### config.mk
export PLATFORM = sky130hd
export DESIGN_NAME = rcr_top
export DESIGN_NICKNAME = d
export VERILOG_FILES = /design/src/design/rcr_log_mem.v /design/src/design/rcr_top.v
export VERILOG_INCLUDE_DIRS = /design/src /design/src/design
export SDC_FILE = /design/constraint.sdc
export NUM_CORES = 1
export LEC_CHECK = 0
export ABC_CLOCK_PERIOD_IN_PS = 2500
export BUFFER_PORTS_ARGS = -buffer_cell sky130_fd_sc_hd__buf_4
export CORE_AREA = 2 2 254 131
export CTS_BUF_LIST = sky130_fd_sc_hd__clkbuf_4
export CTS_CLUSTER_DIAMETER = 30
export DETAILED_ROUTE_END_ITERATION = 7
export DIE_AREA = 0 0 256 133
export PLACE_DENSITY_LB_ADDON = 0.25
export SYNTH_ARGS = -nofsm -noshare
export SYNTH_HDL_FRONTEND = slang
export SYNTH_HIERARCHICAL = 1
export SYNTH_SLANG_ARGS = --single-unit
### constraint.sdc
create_clock -name hclk -period 2.5 [get_ports hclk]
set_input_delay 0.125 -clock hclk [delete_from_list [all_inputs] [get_ports hclk]]
set_output_delay 0.125 -clock hclk [all_outputs]
set_load 0.02 [all_outputs]
### src/design/rcr_map.vh
`ifndef RCR_MAP_VH
`define RCR_MAP_VH

// Register byte offsets.
`define RCR_OFF_FLAGS      12'h000
`define RCR_OFF_CTRL       12'h004
`define RCR_OFF_PC         12'h008
`define RCR_OFF_IRQ_STAT   12'h00C
`define RCR_OFF_IRQ_EN     12'h010
`define RCR_OFF_IRQ_CLR    12'h014
`define RCR_OFF_LOG        12'h018

// Flag register field positions.
`define RCR_B_MEMORY_VIOLATION_FLAG_N         0
`define RCR_B_PD           1
`define RCR_B_TO           2
`define RCR_B_BOR          3
`define RCR_B_POR          4
`define RCR_B_RI           5
`define RCR_B_PIN          6
`define RCR_B_WDT          7
`define RCR_B_UNF          8
`define RCR_B_OVF          9
`define RCR_FLAG_W         10

// Event indices, also interrupt status bit positions.
`define RCR_EV_POR         0
`define RCR_EV_BOR         1
`define RCR_EV_WDT_RST     2
`define RCR_EV_WDT_WAKE    3
`define RCR_EV_INT_WAKE    4
`define RCR_EV_PIN_RUN     5
`define RCR_EV_PIN_SLEEP   6
`define RCR_EV_RESET_INSTR 7
`define RCR_EV_STK_OVF     8
`define RCR_EV_STK_UNF     9
`define RCR_EV_MEMORY_VIOLATION_FLAG_N        10
`define RCR_EV_W           11

// Reset values.
`define RCR_FLAGS_RST      10'h0FF
`define RCR_PC_RST         16'h0000
`define RCR_CTRL_RST       1'h1

`endif

### src/design/rcr_log_mem.v
`include "rcr_map.vh"

module rcr_log_mem #(
    parameter DEPTH = 8,
    parameter AW    = 3,
    parameter DW    = 11
) (
    // Clock.
    input  wire          hclk,
    // Write port.
    input  wire          wr_en,
    input  wire [AW-1:0] wr_addr,
    input  wire [DW-1:0] wr_data,
    // Read port.
    input  wire [AW-1:0] rd_addr,
    output reg  [DW-1:0] rd_data
);

    reg [DW-1:0] mem [0:DEPTH-1];

    // Contents need no reset; the log counter says which entries are valid.
    always @(posedge hclk) begin
        if (wr_en) begin
            mem[wr_addr] <= wr_data;
        end
        rd_data <= mem[rd_addr];
    end

endmodule

### src/design/rcr_top.v
// How it works
// - Every reset event updates cause bits in the single flag register.
// - Power-on: PC zero, clear power-on and stack flags, set others, brown-out included.
// - Power-on record always has time-out and power-down flags set.
// - Brown-out: PC zero, clear brown-out and stack flags, set pin/instr/TO/PD.
// - Watchdog reset: PC zero, clear watchdog and time-out flags, keep rest.
// - Watchdog wake in sleep: clear time-out and power-down, PC plus one.
// - Interrupt wake: set time-out, clear power-down, keep other flags.
// - Pin reset running: PC zero, clear pin flag, set memory-violation flag.
// - Pin reset asleep: PC zero, clear pin flag, set TO, clear PD.
// - Reset instruction clears its flag, keeps every other flag.
// - Enabled stack overflow resets and sets the overflow flag.
// - Enabled stack underflow resets and sets the underflow flag.
// - Memory violation reset clears the memory-violation flag only.
//
// The AHB-Lite slave port and the address map are this design's own decisions.
`include "rcr_map.vh"

module rcr_top #(
    parameter LOG_DEPTH = 8,
    parameter LOG_AW    = 3
) (
    // Clock and reset.
    input  wire        hclk,
    input  wire        hresetn,
    // AHB-Lite slave.
    input  wire        hsel,
    input  wire [11:0] haddr,
    input  wire [1:0]  htrans,
    input  wire        hwrite,
    input  wire [2:0]  hsize,
    input  wire [31:0] hwdata,
    input  wire        hready,
    output reg  [31:0] hrdata,
    output wire        hreadyout,
    output wire        hresp,
    // Reset and wake sources, one-cycle pulses.
    input  wire        por_event,
    input  wire        brown_out_event,
    input  wire        windowed_watchdog_expire,
    input  wire        interrupt_wake,
    input  wire        external_reset_pin,
    input  wire        asleep,
    input  wire        reset_instr_event,
    input  wire        stack_overflow_event,
    input  wire        stack_underflow_event,
    input  wire        memory_violation_event,
    input  wire [15:0] pc_current,
    // Outputs.
    output reg  [15:0] pc_load_value,
    output reg         pc_load,
    output reg         core_reset,
    output reg         irq,
    output wire        stack_overflow_flag,
    output wire        stack_underflow_flag,
    output wire        watchdog_reset_flag_n,
    output wire        pin_reset_flag_n,
    output wire        reset_instr_flag_n,
    output wire        brown_out_flag_n,
    output wire        time_out_flag_n,
    output wire        power_down_flag_n,
    output wire        memory_violation_flag_n
);

    reg  [`RCR_FLAG_W-1:0] flags_reg;
    reg  [`RCR_FLAG_W-1:0] flags_next;
    reg                    stack_fault_reset_enable_reg;
    reg  [`RCR_EV_W-1:0]   irq_stat_reg;
    reg  [`RCR_EV_W-1:0]   irq_en_reg;
    reg  [LOG_AW:0]        log_cnt_reg;
    reg  [LOG_AW-1:0]      log_wp_reg;
    reg  [LOG_AW-1:0]      log_rd_reg;
    reg  [15:0]            pc_next;
    reg                    pc_load_next;
    reg                    rst_next;
    reg  [`RCR_EV_W-1:0]   ev;
    reg                    dp_wr_reg;
    reg                    dp_rd_reg;
    reg  [11:0]            dp_addr_reg;
    wire [`RCR_EV_W-1:0]   log_rd_data;
    wire                   ap_valid;
    wire                   sw_flag_wr;
    wire                   sw_irq_clr;
    wire                   any_ev;
    wire                   ctrl_wr;
    wire                   irq_en_wr;
    wire                   log_wr;
    reg  [`RCR_EV_W-1:0]   irq_clr_mask;
    reg  [`RCR_EV_W-1:0]   irq_stat_next;
    reg  [LOG_AW:0]        log_cnt_next;
    reg  [LOG_AW-1:0]      log_wp_next;

    // Data-phase register hit; the address was captured during the address phase.
    function rcr_dp_hit;
        input        wr;
        input [11:0] addr;
        input [11:0] off;
        begin
            rcr_dp_hit = wr & (addr == off);
        end
    endfunction

    // Log read word; the memory output lags a read-index write by one cycle.
    function [31:0] rcr_log_word;
        input [LOG_AW:0]      cnt;
        input [LOG_AW-1:0]    idx;
        input [`RCR_EV_W-1:0] vec;
        begin
            rcr_log_word = {4'h0, cnt, 1'b0, idx, 4'h0, vec, 5'h00};
        end
    endfunction

    // Flags other than the power-on flag stay loose outputs too so the core can read them without the bus.
    assign stack_overflow_flag     = flags_reg[`RCR_B_OVF];
    assign stack_underflow_flag    = flags_reg[`RCR_B_UNF];
    assign watchdog_reset_flag_n   = flags_reg[`RCR_B_WDT];
    assign pin_reset_flag_n        = flags_reg[`RCR_B_PIN];
    assign reset_instr_flag_n      = flags_reg[`RCR_B_RI];
    assign brown_out_flag_n        = flags_reg[`RCR_B_BOR];
    assign time_out_flag_n         = flags_reg[`RCR_B_TO];
    assign power_down_flag_n       = flags_reg[`RCR_B_PD];
    assign memory_violation_flag_n = flags_reg[`RCR_B_MEMORY_VIOLATION_FLAG_N];

    // The slave never waits and never errors.
    assign hreadyout = 1'b1;
    assign hresp     = 1'b0;
    assign ap_valid  = hsel & hready & htrans[1];

    // Event vector; stack faults only count while the reset enable is set.
    always @* begin
        ev = {`RCR_EV_W{1'b0}};
        ev[`RCR_EV_POR]         = por_event;
        ev[`RCR_EV_BOR]         = brown_out_event;
        ev[`RCR_EV_WDT_RST]     = windowed_watchdog_expire & ~asleep;
        ev[`RCR_EV_WDT_WAKE]    = windowed_watchdog_expire & asleep;
        ev[`RCR_EV_INT_WAKE]    = interrupt_wake & asleep;
        ev[`RCR_EV_PIN_RUN]     = external_reset_pin & ~asleep;
        ev[`RCR_EV_PIN_SLEEP]   = external_reset_pin & asleep;
        ev[`RCR_EV_RESET_INSTR] = reset_instr_event;
        ev[`RCR_EV_STK_OVF]     = stack_overflow_event & stack_fault_reset_enable_reg;
        ev[`RCR_EV_STK_UNF]     = stack_underflow_event & stack_fault_reset_enable_reg;
        ev[`RCR_EV_MEMORY_VIOLATION_FLAG_N]        = memory_violation_event;
    end

    assign any_ev     = |ev;
    assign sw_flag_wr = rcr_dp_hit(dp_wr_reg, dp_addr_reg, `RCR_OFF_FLAGS);
    assign sw_irq_clr = rcr_dp_hit(dp_wr_reg, dp_addr_reg, `RCR_OFF_IRQ_CLR);
    assign ctrl_wr    = rcr_dp_hit(dp_wr_reg, dp_addr_reg, `RCR_OFF_CTRL);
    assign irq_en_wr  = rcr_dp_hit(dp_wr_reg, dp_addr_reg, `RCR_OFF_IRQ_EN);
    assign log_wr     = rcr_dp_hit(dp_wr_reg, dp_addr_reg, `RCR_OFF_LOG);

    // Interrupt status and log next values; an event beats a same-cycle clear.
    always @* begin
        irq_clr_mask  = sw_irq_clr ? hwdata[`RCR_EV_W-1:0] : {`RCR_EV_W{1'b0}};
        irq_stat_next = (irq_stat_reg & ~irq_clr_mask) | ev;
        log_wp_next   = log_wp_reg;
        log_cnt_next  = log_cnt_reg;
        if (any_ev) begin
            log_wp_next = log_wp_reg + {{(LOG_AW-1){1'b0}}, 1'b1};
            if (log_cnt_reg != LOG_DEPTH) begin
                log_cnt_next = log_cnt_reg + {{LOG_AW{1'b0}}, 1'b1};
            end
        end
    end

    // One event per cycle is taken, highest priority first: power loss beats all.
    // A software write to the flags loses to a same-cycle event in the bits that event sets or clears, and in every bit to power-on.
    always @* begin
        flags_next   = flags_reg;
        pc_next      = pc_load_value;
        pc_load_next = 1'b0;
        rst_next     = 1'b0;
        if (sw_flag_wr) begin
            flags_next = hwdata[`RCR_FLAG_W-1:0];
        end
        if (ev[`RCR_EV_POR]) begin
            flags_next = `RCR_FLAGS_RST;
            flags_next[`RCR_B_POR] = 1'b0;
            pc_next = `RCR_PC_RST;
            pc_load_next = 1'b1;
            rst_next = 1'b1;
        end else if (ev[`RCR_EV_BOR]) begin
            flags_next[`RCR_B_OVF] = 1'b0;
            flags_next[`RCR_B_UNF] = 1'b0;
            flags_next[`RCR_B_BOR] = 1'b0;
            flags_next[`RCR_B_PIN] = 1'b1;
            flags_next[`RCR_B_RI]  = 1'b1;
            flags_next[`RCR_B_TO]  = 1'b1;
            flags_next[`RCR_B_PD]  = 1'b1;
            pc_next = `RCR_PC_RST;
            pc_load_next = 1'b1;
            rst_next = 1'b1;
        end else if (ev[`RCR_EV_WDT_RST]) begin
            flags_next[`RCR_B_WDT] = 1'b0;
            flags_next[`RCR_B_TO]  = 1'b0;
            pc_next = `RCR_PC_RST;
            pc_load_next = 1'b1;
            rst_next = 1'b1;
        end else if (ev[`RCR_EV_WDT_WAKE]) begin
            flags_next[`RCR_B_TO] = 1'b0;
            flags_next[`RCR_B_PD] = 1'b0;
            pc_next = pc_current + 16'h0001;
            pc_load_next = 1'b1;
        end else if (ev[`RCR_EV_PIN_SLEEP]) begin
            flags_next[`RCR_B_PIN] = 1'b0;
            flags_next[`RCR_B_TO]  = 1'b1;
            flags_next[`RCR_B_PD]  = 1'b0;
            pc_next = `RCR_PC_RST;
            pc_load_next = 1'b1;
            rst_next = 1'b1;
        end else if (ev[`RCR_EV_PIN_RUN]) begin
            flags_next[`RCR_B_PIN]  = 1'b0;
            flags_next[`RCR_B_MEMORY_VIOLATION_FLAG_N] = 1'b1;
            pc_next = `RCR_PC_RST;
            pc_load_next = 1'b1;
            rst_next = 1'b1;
        end else if (ev[`RCR_EV_INT_WAKE]) begin
            flags_next[`RCR_B_TO] = 1'b1;
            flags_next[`RCR_B_PD] = 1'b0;
        end else if (ev[`RCR_EV_STK_OVF]) begin
            flags_next[`RCR_B_OVF] = 1'b1;
            pc_next = `RCR_PC_RST;
            pc_load_next = 1'b1;
            rst_next = 1'b1;
        end else if (ev[`RCR_EV_STK_UNF]) begin
            flags_next[`RCR_B_UNF] = 1'b1;
            pc_next = `RCR_PC_RST;
            pc_load_next = 1'b1;
            rst_next = 1'b1;
        end else if (ev[`RCR_EV_MEMORY_VIOLATION_FLAG_N]) begin
            flags_next[`RCR_B_MEMORY_VIOLATION_FLAG_N] = 1'b0;
            pc_next = `RCR_PC_RST;
            pc_load_next = 1'b1;
            rst_next = 1'b1;
        end else if (ev[`RCR_EV_RESET_INSTR]) begin
            flags_next[`RCR_B_RI] = 1'b0;
            pc_next = `RCR_PC_RST;
            pc_load_next = 1'b1;
            rst_next = 1'b1;
        end
    end

    // Cause flags.
    always @(posedge hclk or negedge hresetn) begin
        if (!hresetn) begin
            flags_reg <= `RCR_FLAGS_RST;
        end else begin
            flags_reg <= flags_next;
        end
    end

    // Program-counter load and core reset; the pulses last one cycle, the value holds.
    always @(posedge hclk or negedge hresetn) begin
        if (!hresetn) begin
            pc_load_value <= `RCR_PC_RST;
            pc_load       <= 1'b0;
            core_reset    <= 1'b0;
        end else begin
            pc_load_value <= pc_next;
            pc_load       <= pc_load_next;
            core_reset    <= rst_next;
        end
    end

    // Bus data phase capture.
    always @(posedge hclk or negedge hresetn) begin
        if (!hresetn) begin
            dp_wr_reg   <= 1'b0;
            dp_rd_reg   <= 1'b0;
            dp_addr_reg <= 12'h000;
        end else begin
            dp_wr_reg   <= ap_valid & hwrite;
            dp_rd_reg   <= ap_valid & ~hwrite;
            dp_addr_reg <= haddr;
        end
    end

    // Stack-fault reset enable.
    always @(posedge hclk or negedge hresetn) begin
        if (!hresetn) begin
            stack_fault_reset_enable_reg <= `RCR_CTRL_RST;
        end else if (ctrl_wr) begin
            stack_fault_reset_enable_reg <= hwdata[0];
        end
    end

    // Interrupt status, enable and line; the line follows the next status, so it rises
    // together with the status bit, while an enable write shows one cycle later.
    always @(posedge hclk or negedge hresetn) begin
        if (!hresetn) begin
            irq_stat_reg <= {`RCR_EV_W{1'b0}};
            irq_en_reg   <= {`RCR_EV_W{1'b0}};
            irq          <= 1'b0;
        end else begin
            if (irq_en_wr) begin
                irq_en_reg <= hwdata[`RCR_EV_W-1:0];
            end
            irq_stat_reg <= irq_stat_next;
            irq          <= |(irq_stat_next & irq_en_reg);
        end
    end

    // Log pointers; the count saturates, so the oldest entries are overwritten silently.
    always @(posedge hclk or negedge hresetn) begin
        if (!hresetn) begin
            log_cnt_reg <= {(LOG_AW+1){1'b0}};
            log_wp_reg  <= {LOG_AW{1'b0}};
            log_rd_reg  <= {LOG_AW{1'b0}};
        end else begin
            log_cnt_reg <= log_cnt_next;
            log_wp_reg  <= log_wp_next;
            if (log_wr) begin
                log_rd_reg <= hwdata[LOG_AW-1:0];
            end
        end
    end

    // Event history; the read index is a register so the memory output is ready next cycle.
    rcr_log_mem #(
        .DEPTH   (LOG_DEPTH),
        .AW      (LOG_AW),
        .DW      (`RCR_EV_W)
    ) u_log (
        .hclk    (hclk),
        .wr_en   (any_ev),
        .wr_addr (log_wp_reg),
        .wr_data (ev),
        .rd_addr (log_rd_reg),
        .rd_data (log_rd_data)
    );

    // Read data mux, valid in the data phase; unmapped addresses read zero.
    always @* begin
        hrdata = 32'h00000000;
        if (dp_rd_reg) begin
            case (dp_addr_reg)
                `RCR_OFF_FLAGS:    hrdata[`RCR_FLAG_W-1:0] = flags_reg;
                `RCR_OFF_CTRL:     hrdata[0] = stack_fault_reset_enable_reg;
                `RCR_OFF_PC:       hrdata[15:0] = pc_load_value;
                `RCR_OFF_IRQ_STAT: hrdata[`RCR_EV_W-1:0] = irq_stat_reg;
                `RCR_OFF_IRQ_EN:   hrdata[`RCR_EV_W-1:0] = irq_en_reg;
                `RCR_OFF_LOG:      hrdata = rcr_log_word(log_cnt_reg, log_rd_reg, log_rd_data);
                default:           hrdata = 32'h00000000;
            endcase
        end
    end

endmodule

# Word level (Yosys, flattened, before mapping)

Memory sizes are Yosys's and may differ from the RTL's. A register that Yosys moved wholly into a read port is not among the register bits.
Cells that the tools add are included.
W data, S select, Z words.

$add $sub $neg: 3
Equal/unequal tests: 8
Reduce and logical (&&, ||, !) cells: 8
Bitwise operators: 22
Mux-type cells: 78

Operators by type and width:

| kind                    | count |
|---|---|
| $mux W16                | 11 |
| $pmux W9 S5             | 1 |
| $mux W1                 | 42 |
| $eq A12 B5 Y1 const B   | 3 |
| $mux W2                 | 15 |
| $mux W28                | 1 |
| $eq A12 B4 Y1 const B   | 2 |
| $and A11 B11 Y11        | 2 |
| $reduce_or A11 Y1       | 2 |
| $add A16 B1 Y16 const B | 1 |
| $and A1 B1 Y1           | 16 |
| $eq A12 B3 Y1 const B   | 1 |
| $logic_not A12 Y1       | 1 |
| $mux W12                | 1 |
| $mux W11                | 1 |
| $not A11 Y11            | 1 |
| $or A11 B11 Y11         | 1 |
| $mux W10                | 1 |
| $pmux W5 S2             | 1 |
| $reduce_bool A10 Y1     | 1 |
| $ne A7 B5 Y1 const B    | 1 |
| $mux W5                 | 1 |
| $pmux W1 S5             | 1 |
| $add A4 B1 Y4 const B   | 1 |
| other kinds (8)         | 10 |

Register bits: 76
Memories: 1
Memory bits (writable): 88
Word-level logic and storage cells: 136
Input port bits: 80
Output and inout bits: 62

Memory list:

| name      | words | width | read ports | clocked after Yosys merged registers in | write ports | RTL line         | RTL |
|---|---|---|---|---|---|---|---|
| u_log.mem | 8     | 11    | 1          | 1                                       | 1           | rcr_log_mem.v:19 | `reg [DW-1:0] mem [0:DEPTH-1];` |

# Logic depth before layout (Yosys ltp)

Gate-level depths: netlist of run 1.

Depth in word-level cells: 14
Depth in mapped cells: 7
Mapped depth without buffers: 6

# Modules after synthesis

The synthesis of run 1 kept the hierarchy.

Modules (own cells, without submodules):

| module      | area an instance (um^2) | instances | sequential area each (um^2) | cells an instance |
|---|---|---|---|---|
| rcr_top     | 4171.5                  | 1         | 1913.1                      | 411 |
| rcr_log_mem | 3657.3                  | 1         | 2862.7                      | 150 |

# Worst setup path before layout of run 1

OpenSTA, ideal clock, no wires.

Path type: flip-flop to output port
Start point: register dp_addr_reg[1]
End point: output port hrdata[10]
Path buffers: 1
Stages on the path, launching flop included: 7
Slack: 54 ps
Arrival: 2321 ps
Data required time: 2375 ps
Cells stage by stage: dfrtp_1 or4_4 buf_6 nor3_1 nor3b_2 a222oi_1 a211oi_1

Word-level cells in the longest chain between the ends: 3
Elaborated cells between the ends (all ways): 6
Classes of those cells: eq/ne (4); mux (2)

RTL lines:

| what                                  | RTL line      | RTL |
|---|---|---|
| start: declaration                    | rcr_top.v:79  | `reg [11:0] dp_addr_reg;` |
| start signal: assignment              | rcr_top.v:274 | `dp_addr_reg <= haddr;` |
| $eq A12 B5 Y1 (tied with other cells) | n/a           |  |
| $pmux W1 S4 *                         | rcr_top.v:336 | `case (dp_addr_reg)` |
| $mux W28 *                            | rcr_top.v:335 | `if (dp_rd_reg) begin` |
| end: declaration                      | rcr_top.v:34  | `output reg [31:0] hrdata,` |

Every way passes the cells marked *; elsewhere a longest branch is shown, timed or not.

# Worst setup path after layout of run 1

Same ends and word-level chain as after synthesis.

==> metrics.cfg, run 1 <==
[outcome]
status=complete, but fails checks
failed_checks=negative setup slack

[sta]
finalCriticalPeriod_ns=2.86
worstMarginPinSlew_ns=0.907
final_hold_viol_count=0
fin_ws_ns=-0.360
fmax_ghz=0.350
setup_viol=24
grt_setup_unrepaired=true
fin_crit_sh=1.14
holdWs_ns=0.0369
fin_worst_skew_ns=0.0328
report.final.slew_viol_count=0
slew_headroom=0.395

[detailed_routing]
wl_per_cell_um=19.9
antenna_left=0
drtIter0Drc=522
via_per_inst=4.55
vias=5577
first_pass_iters=5
drc=0
drt-total-wl_um=24500

[synth]
synth-edff-count=88
synthTopCellsByArea=edfxtp_1, dfrtp_1, mux4_1
synth_top_area_cell=edfxtp_1
yosys_warnings=6
synth_area_sq_um=7830
synthArstFlopShare=0.434
synth_compound_area_frac=0.0682
synthMuxAreaShare=0.151
synth_top_family_by_area=multiplexers
synth_flop_cell=edfxtp_1
post_synth_num_cell_types=57
synth_xor_area_frac=0.0201
synth_fa_ha_area_frac=0.00639
ys_seq_area_frac=0.610
syn_inst=561
avgSynthCellArea_sq_um=14.0
synth_top_area_share=0.338
synthSimpleGateAreaFrac=0.109
ys_ff_latch=175

[clocking]
clock-sinks=175
clockRootBuffer=clkbuf_4
worstSkewPairLatency_ns=0.59
htree_num_levels=4
clk_pin_slew_ns=0.17
cts_tree=yes
cts_max_path_buffers=2
numCtsBuffers=17

[global_route]
grt_use_met1=0.236
overflow=0
grt_pass1_wl_um=36100
grt.busiest_layer=met1
grt_usage=0.144
antenna_found_initial=3
grt_max_degree=39
globalRouteMet2Util=0.184
grt_pass1_vias=5449
grtUsageMet3=0.0385

[critical_path]
path_class=reg -> out
critical-path-top-delay-family=simple AND/OR/NAND/NOR gates
crit_buf_inv=2
crit_slowest_cell=or4_4
critical-path-max-stage-delay_ns=0.60
critPathLaunchType=register
crit_path_end_kind=output port
required_ns=2.38
cp_max_fo=4
critPathArrivalTime_ns=2.74
crit_chain=or4_4 -> nor3_4 -> buf_6 -> nor3b_4 -> a222oi_1 -> a211oi_2 -> buf_4

[placed_design]
hpwl_um=17300
place.gp.congestion=0.823
port-buffer-count=105

[floorplan]
start_util=0.243
design.core.area_sq_um=32200
die_x_um=256
dieArea_sq_um=34000
io_pins=142
die_h_um=133
rows=47

[job]
maxCapViolCount=0

[finish]
layout-drive-gt1-share=0.358
area_delta_synth_final_pct=35.9
layout.nets=856
largest_reg_flops=88

[min_path]
min_path_type=in -> async

[power_and_ir_drop]
power.leakage_nw=4.06
finalPower_mw=6.61
power_density_nw_per_um2=622
ir_worst_vdd_uv=265

worst reg2reg max path, stage by stage, from the launching register on:
cell and delay, ns:
dfrtp_1 0.38, or4_4 0.60, buf_4 0.17, buf_6 0.10, buf_4 0.13, or4_4 0.53
a32o_2 0.30, nor4_4 0.26, nand4_1 0.10
per-stage QoR:
stage / cells / setup TNS (ns) / utilization / setup WS, ns / instance area, sq um
5_1_grt: 1227 / -10.38 / 0.331 / -0.528 / 10600
6_report: 1227 / -6.87 / 0.331 / -0.360 / 10600
4_1_cts: 1218 / -7.51 / 0.322 / -0.414 / 10400
3_5_place_dp: 1119 / 0 / 0.291 / 0.0682 / 9350
2_1_floorplan: 570 / 0 / - / 0.0544 / 7860
3_3_place_gp: 1119 / 0 / 0.291 / 0.0597 / 9350
cells in the mapped netlist (11+ instances only):
cell type,number
edfxtp_1,88
dfrtp_1,67
nand2_1,54
mux2_2,42
o21ai_0,28
nor2_1,27
mux4_1,22
clkbuf_1,15
buf_4,13
mux2i_1,13
inv_1,12
nand3_1,12
dfxtp_1,11
nor2b_1,11
cell families after synthesis:
logic type / Yosys count
other: 2
adders and majority gates: 4
buffers and inverters: 47
xor gates and xnor gates: 18
DFF: 175
AOI/OAI and AO/OA: 77
and+or+nand+nor: 161
muxes: 77
path summary, 6_finish.rpt:
| path | depth (start not counted) | slack, ns | start | endpoint |
|---|---|---|---|---|
| min in group hclk | 2 | 0.20 | haddr[1] | dp_addr_reg[1] |
| max in group asynchronous | 3 | 1.77 | hresetn | stack_fault_reset_enable_reg |
| worst min register to register | 1 | 0.50 | log_wp_reg[2] | log_wp_reg[2] |
| worst max-delay path | 7 | -0.36 | dp_addr_reg[1] | hrdata[10] |
| worst min-delay path | 2 | 0.04 | hresetn | pc_load_value[15] |
| worst max register to register | 8 | -0.19 | dp_addr_reg[1] | irq |
layout by cell type (no fill, tap or decap), types with 19 or more instances in the layout:
| master | netlist | final |
|---|---|---|
| mux4_1 | 22 | 22 |
| buf_4 | 13 | 128 |
| mux2_2 | 42 | 42 |
| nor2_1 | 27 | 24 |
| dlygate4sd3_1 | 0 | 64 |
| edfxtp_1 | 88 | 88 |
| clkbuf_4 | 0 | 19 |
| dfrtp_1 | 67 | 66 |
| nand2_1 | 54 | 53 |
| o21ai_0 | 28 | 28 |
power by group:
group,total (mW),switching (mW),leakage [nW],internal [mW]
clock network,1.68,1.06,0.148,0.622
logic,1.22,0.676,2.12,0.543
registers,3.72,0.190,1.79,3.53
total,6.61,1.92,4.06,4.69
layout make-up:
type / instances / area, sq um
multi-input combinational: 348 / 3010
clock inverter: 13 / 139
timing repair buffer: 218 / 1970
fill: 3257 / 21500
tap: 441 / 552
clock buffer: 19 / 143
sequential: 175 / 4780
inverter: 12 / 45.0
antenna: 1 / 2.50
routing by layer:
metal,up-vias,wire length [um]
li1,2529,-
met3,12,1580
met5,-,0
met4,0,95
met2,198,9490
met1,2838,13300
timing repair:
| action | in CTS | in global routing |
|---|---|---|
| pin swaps | 6 | 11 |
| resized for setup | 14 | 43 |
| buffers inserted | 3 | 7 |
| endpoints found under the hold margin | 172 | 0 |
| hold buffers | 64 | 0 |
| endpoints found under the setup margin | 23 | 24 |
| gates cloned | 0 | 1 |
Power figures use the tool's default switching activity.
==> inputs of run 2 (changes only) <==
--- a/config.mk
+++ b/config.mk
@@ -8,13 +8,12 @@
 export LEC_CHECK = 0
 export ABC_CLOCK_PERIOD_IN_PS = 2500
 export BUFFER_PORTS_ARGS = -buffer_cell sky130_fd_sc_hd__buf_4
-export CORE_AREA = 2 2 254 131
+export CORE_AREA = 2 2 251 129
 export CTS_BUF_LIST = sky130_fd_sc_hd__clkbuf_4
 export CTS_CLUSTER_DIAMETER = 30
 export DETAILED_ROUTE_END_ITERATION = 7
-export DIE_AREA = 0 0 256 133
+export DIE_AREA = 0 0 253 131
 export PLACE_DENSITY_LB_ADDON = 0.25
 export SYNTH_ARGS = -nofsm -noshare
 export SYNTH_HDL_FRONTEND = slang
-export SYNTH_HIERARCHICAL = 1
 export SYNTH_SLANG_ARGS = --single-unit
==> metrics.cfg, run 2 <==
[sta]
tns_ns=-5.32  ; +1.55 ns
grt_setup_unrepaired=true
setup_viol=23  ; -4.2%
finalCriticalPeriod_ns=2.87  ; +0.00526 ns
report.final.slew_viol_count=0  ; unchanged
fmax_ghz=0.349  ; -0.18%
fin_ws_ns=-0.365  ; -0.00526 ns
slew_headroom=0.471  ; +0.0756
holdWs_ns=0.0345  ; -0.00246 ns
fin_crit_sh=1.15  ; +0.00210
fin_worst_skew_ns=0.0242  ; -0.00859 ns
worstMarginPinSlew_ns=0.794  ; -0.113 ns
final_hold_viol_count=0  ; unchanged

[floorplan]
rows=46  ; -2.1%
io_pins=142  ; unchanged
die_x_um=253  ; -1.2%
die_h_um=131  ; -1.5%
start_util=0.246  ; +0.00219
design.core.area_sq_um=31100  ; -3.4%
dieArea_sq_um=33100  ; -2.7%

[global_route]
globalRouteMet2Util=0.190  ; +0.00589
antenna_found_initial=0  ; -3
grt_use_met1=0.240  ; +0.00381
grt_usage=0.148  ; +0.00342
grtUsageMet3=0.0370  ; -0.00146
grt_max_degree=42  ; +7.7%
grt_pass1_wl_um=35200  ; -2.5%
overflow=0  ; unchanged
grt.busiest_layer=met1
grt_pass1_vias=5415  ; -0.62%

[finish]
post-route-util=0.341  ; +0.00992
diodes=0  ; -1
fin_area_sq_um=10600  ; -0.48%
multi_input_area_sq_um=2870  ; -4.7%
fin_cells=1217  ; -0.81%
area_delta_synth_final_pct=38.7
layout_commonest_cell=buf_4
layout.nets=880  ; +2.8%
fill_cells=3083  ; -5.3%
final_cell_mix=buf_4, edfxtp_1, nand2_1
register_area_sq_um=4780  ; unchanged
layout-drive-gt1-share=0.375  ; +0.0166
largest_reg_flops=88  ; unchanged

[detailed_routing]
vias=5668  ; +1.6%
antenna_left=0  ; unchanged
drtIter0Drc=583  ; +12%
drc=0  ; unchanged
via_per_inst=4.66  ; +2.5%
drt-total-wl_um=24300  ; -0.85%
first_pass_iters=5  ; unchanged
wl_per_cell_um=19.9  ; about the same

[placed_design]
place.gp.congestion=0.796  ; -3.4%
pre_cts_slack_ns=0.0933  ; +0.0251 ns
place_area_sq_um=9180  ; -1.9%
hpwl_um=17100  ; -0.88%
dp_cells=1100  ; -1.7%
port-buffer-count=105  ; unchanged

[synth]
synth_common_cells=edfxtp_1, nand2_1, dfrtp_1
syn_inst=575  ; +2.5%
synth-edff-count=88  ; unchanged
synth_most_common_cell=edfxtp_1
post_synth_num_cell_types=51  ; -11%
ys_ff_latch=175  ; unchanged
synth_top_area_share=0.346  ; +0.00869
ys_seq_area_frac=0.626  ; +0.0157
synthArstFlopShare=0.434  ; unchanged
synth_area_sq_um=7630  ; -2.5%
synthTopCellsByArea=edfxtp_1, dfrtp_1, mux4_2
avgSynthCellArea_sq_um=13.3  ; -4.9%
synth_flop_cell=edfxtp_1
synth_top_area_cell=edfxtp_1
yosys_warnings=0  ; -6

[outcome]
status=complete, but fails checks
failed_checks=negative setup slack

[power_and_ir_drop]
ir_worst_vdd_uv=240  ; -9.3%
finalPower_mw=6.30  ; -4.7%
power.leakage_nw=4.07  ; +0.17%
power_density_nw_per_um2=596  ; -4.2%

[clocking]
clk_pin_slew_ns=0.17  ; about the same
cts_tree=yes
htree_num_levels=4  ; unchanged
cts_max_path_buffers=2  ; unchanged
numCtsBuffers=17  ; unchanged
worstSkewPairLatency_ns=0.60  ; about the same
clockRootBuffer=clkbuf_4
clock-sinks=175  ; unchanged

[critical_path]
rr_worst_depth=9  ; +1
crit_slowest_cell=or4b_4
crit_path_end_kind=output port
required_ns=2.38  ; about the same
rr_endpoint=irq
cp_max_fo=6  ; +2
critPathArrivalTime_ns=2.74  ; about the same
r2r_start=dp_addr_reg[1]
r2r_slack_ns=0  ; +0.19 ns
critPathLaunchType=register
critical-path-max-stage-delay_ns=0.57  ; -0.03 ns
path_class=reg -> out
crit_chain=or4b_4 -> nor4_4 -> buf_6 -> buf_12 -> buf_8 -> a222oi_1 -> nor2_1 -> buf_4

[min_path]
min_path_type=in -> async

[job]
maxCapViolCount=0  ; unchanged

## run 2: layout make-up
class / count / area share
Clock inverter: 14 / 0.0102
Tap cell: 408 / 0.0482
Inverter: 20 / 0.00709
Clock buffer: 18 / 0.0128
Sequential cell: 175 / 0.451
Timing Repair Buffer: 230 / 0.199
Multi-Input combinational cell: 352 / 0.271
## run 2: what timing repair did
action,in CTS,in global routing
gates cloned,0,1
endpoints found under the hold margin,172,0
hold buffers,64,0
pin swaps,6,14
setup buffers,9,11
setup endpoints to repair,23,25
resized for setup,40,31
## run 2: power breakdown
group / switching, mW / internal [mW]
sequential: 0.198 / 3.47
clock: 1.09 / 0.420
combinational: 0.601 / 0.525
## run 2: kinds of logic after synthesis
kind of cell | after synthesis | synth area share
AND/OR/NAND/NOR | 168 | 0.109
buffers and inverters | 57 | 0.0351
adder cells (fa/ha/maj) | 4 | 0.00656
multiplexers | 66 | 0.129
flip-flops | 175 | 0.626
other | 2 | 0.000984
XOR/XNOR | 18 | 0.0207
AO/OA/AOI/OAI | 85 | 0.0734
## run 2: per-layer routing
metal,wire (um),vias up
li1,-,2563
met2,9520,212
met4,156,0
met3,1750,14
met1,12800,2879
met5,0,-
## run 2: worst max path at each step
stage               slack [ns]                    startpoint              end  depth (start not counted)
floorplan                 0.01  stack_fault_reset_enable_reg  u_log.mem[6][0]                          6
global placement          0.14                dp_addr_reg[1]       hrdata[14]                          8
detailed placement        0.09                dp_addr_reg[9]              irq                          7
CTS                      -0.37                dp_addr_reg[1]       hrdata[14]                          8
global route             -0.47                dp_addr_reg[1]       hrdata[15]                          8
finish                   -0.37                dp_addr_reg[1]        hrdata[1]                          8
## run 2: worst max-delay path: cells and delay by family, from the launching register on
family	cells	cell delay (ns)
AOI/OAI and AO/OA	1	0.08
buffers and inverters	4	0.58
DFF	1	0.43
and+or+nand+nor	3	1.08
==> inputs of run 3 (changes only) <==
--- a/config.mk
+++ b/config.mk
@@ -14,6 +14,7 @@
 export DETAILED_ROUTE_END_ITERATION = 7
 export DIE_AREA = 0 0 253 131
 export PLACE_DENSITY_LB_ADDON = 0.25
+export SKIP_CTS_REPAIR_TIMING = 1
 export SYNTH_ARGS = -nofsm -noshare
 export SYNTH_HDL_FRONTEND = slang
 export SYNTH_SLANG_ARGS = --single-unit
==> metrics.cfg, run 3 (same netlist as run 2, synthesis figures left out) <==
[outcome]
status=complete, but fails checks
failed_checks=negative setup slack

[sta]
finalCriticalPeriod_ns=2.95  ; +0.0886 ns
grt_setup_unrepaired=true
report.final.slew_viol_count=0  ; unchanged
tns_ns=-6.64  ; -1.32 ns
fin_ws_ns=-0.454  ; -0.0886 ns
fmax_ghz=0.339  ; -3.0%
worstMarginPinSlew_ns=0.791  ; -0.00287 ns
holdWs_ns=0.0436  ; +0.00910 ns
slew_headroom=0.473  ; +0.00191
final_hold_viol_count=0  ; unchanged
setup_viol=23  ; unchanged
fin_worst_skew_ns=0.0225  ; -0.00172 ns
fin_crit_sh=1.18  ; +0.0354

[global_route]
grt_pass1_wl_um=33900  ; -3.8%
grt_max_degree=42  ; unchanged
grt_pass1_vias=5057  ; -6.6%
grt_usage=0.143  ; -0.00452
antenna_found_initial=1  ; +1
overflow=0  ; unchanged

[detailed_routing]
drt-total-wl_um=24200  ; -0.26%
m1WireLength_um=12800  ; -0.64%
wl_per_cell_um=20.0  ; +0.49%
drtIter0Drc=470  ; -19%
wl_met2_um=9430  ; -1.0%
first_pass_iters=6  ; +1
vias=5591  ; -1.4%
via_per_inst=4.63  ; -0.62%
antenna_left=0  ; unchanged
top_layer_used=met4
drc=0  ; unchanged
wl_met3_um=1840  ; +5.5%

[finish]
layout.nets=871  ; -1.0%
fill_cells=3105  ; +0.71%
register_area_sq_um=4780  ; about the same
multi_input_area_sq_um=2770  ; -3.4%
final_cell_mix=buf_4, edfxtp_1, nand2_1
largest_reg_flops=88  ; unchanged
layout-drive-gt1-share=0.365  ; -0.00954
post-route-util=0.333  ; -0.00757
layout_commonest_cell=buf_4
fin_area_sq_um=10300  ; -2.2%
area_delta_synth_final_pct=35.6
diodes=0  ; unchanged

[clocking]
cts_max_path_buffers=2  ; unchanged
cts_tree=yes
htree_num_levels=4  ; unchanged
worstSkewPairLatency_ns=0.59  ; about the same
numCtsBuffers=17  ; unchanged
clk_pin_slew_ns=0.16  ; about the same
clockRootBuffer=clkbuf_4
clock-sinks=175  ; unchanged

[critical_path]
critPathLaunchType=register
crit_slowest_cell=or4_4
rr_worst_depth=8  ; -1
crit_path_end_kind=output port
crit_top_cell=buf_6
path_class=reg -> out
critical-path-max-stage-delay_ns=0.59  ; +0.02 ns
critPathArrivalTime_ns=2.83  ; +0.09 ns
required_ns=2.38  ; about the same
cp_max_fo=5  ; -1
path_depth=8  ; unchanged
critical-path-top-delay-family=simple AND/OR/NAND/NOR gates
crit_buf_inv=4  ; unchanged
crit_chain=or4_4 -> nor4_4 -> buf_6 -> buf_6 -> buf_6 -> a222oi_1 -> nor2_1 -> buf_4

[floorplan]
die_x_um=253  ; unchanged
start_util=0.246  ; unchanged
design.core.area_sq_um=31100  ; unchanged
rows=46  ; unchanged
io_pins=142  ; unchanged
die_h_um=131  ; unchanged
dieArea_sq_um=33100  ; unchanged

[placed_design]
place_area_sq_um=9180  ; unchanged
place.gp.congestion=0.796  ; unchanged
hpwl_um=17100  ; unchanged
port-buffer-count=105  ; unchanged

[min_path]
min_path_type=in -> async

[power_and_ir_drop]
ir_worst_vdd_uv=240  ; about the same
finalPower_mw=6.29  ; -0.19%
power_density_nw_per_um2=608  ; +2.1%
power.leakage_nw=4.00  ; -1.7%

[job]
maxCapViolCount=0  ; unchanged

## run 3: layout make-up
| cell class | count | share of cell area |
|---|---|---|
| Sequential cell | 175 | 0.461 |
| Multi-Input combinational cell | 352 | 0.268 |
| Timing Repair Buffer | 221 | 0.191 |
| Tap cell | 408 | 0.0493 |
| Clock buffer | 18 | 0.0131 |
| Clock inverter | 14 | 0.0104 |
| Inverter | 20 | 0.00725 |
## run 3: worst register-to-register path: cells and delay by family (launching register included)
family / cells / cell delay (ns)
buffers and inverters: 3 / 0.54
AO/OA/AOI/OAI: 1 / 0.09
flip-flops: 1 / 0.41
AND/OR/NAND/NOR: 4 / 1.28
## run 3: per-stage QoR
stage / instances / setup slack (ns)
2_1_floorplan: 584 / 0.0135
5_1_grt: 1208 / -0.540
6_report: 1208 / -0.454
4_1_cts: 1132 / -0.585
3_3_place_gp: 1100 / 0.144
3_5_place_dp: 1100 / 0.0933
## run 3: path summary, 6_finish.rpt
check	from	end	slack, ns
min	hresetn	irq_en_reg[3]	0.04
max	dp_addr_reg[8]	hrdata[1]	-0.45
max reg2reg	dp_addr_reg[8]	irq	0.04
min reg2reg	flags_reg[4]	flags_reg[4]	0.50
max in group asynchronous	hresetn	flags_reg[7]	1.77
min in group hclk	haddr[7]	dp_addr_reg[7]	0.17
## run 3: where the power goes
group	switching [mW]	leakage, nW	internal, mW
clock	1.09	0.126	0.420
sequential	0.198	1.79	3.47
combinational	0.597	2.08	0.520
## run 3: metal layers
metal	vias up	global-route usage
met3	18	0.0400
met5	-	0
li1	2546	-
met1	2820	0.233
met2	207	0.180
met4	0	0.0282
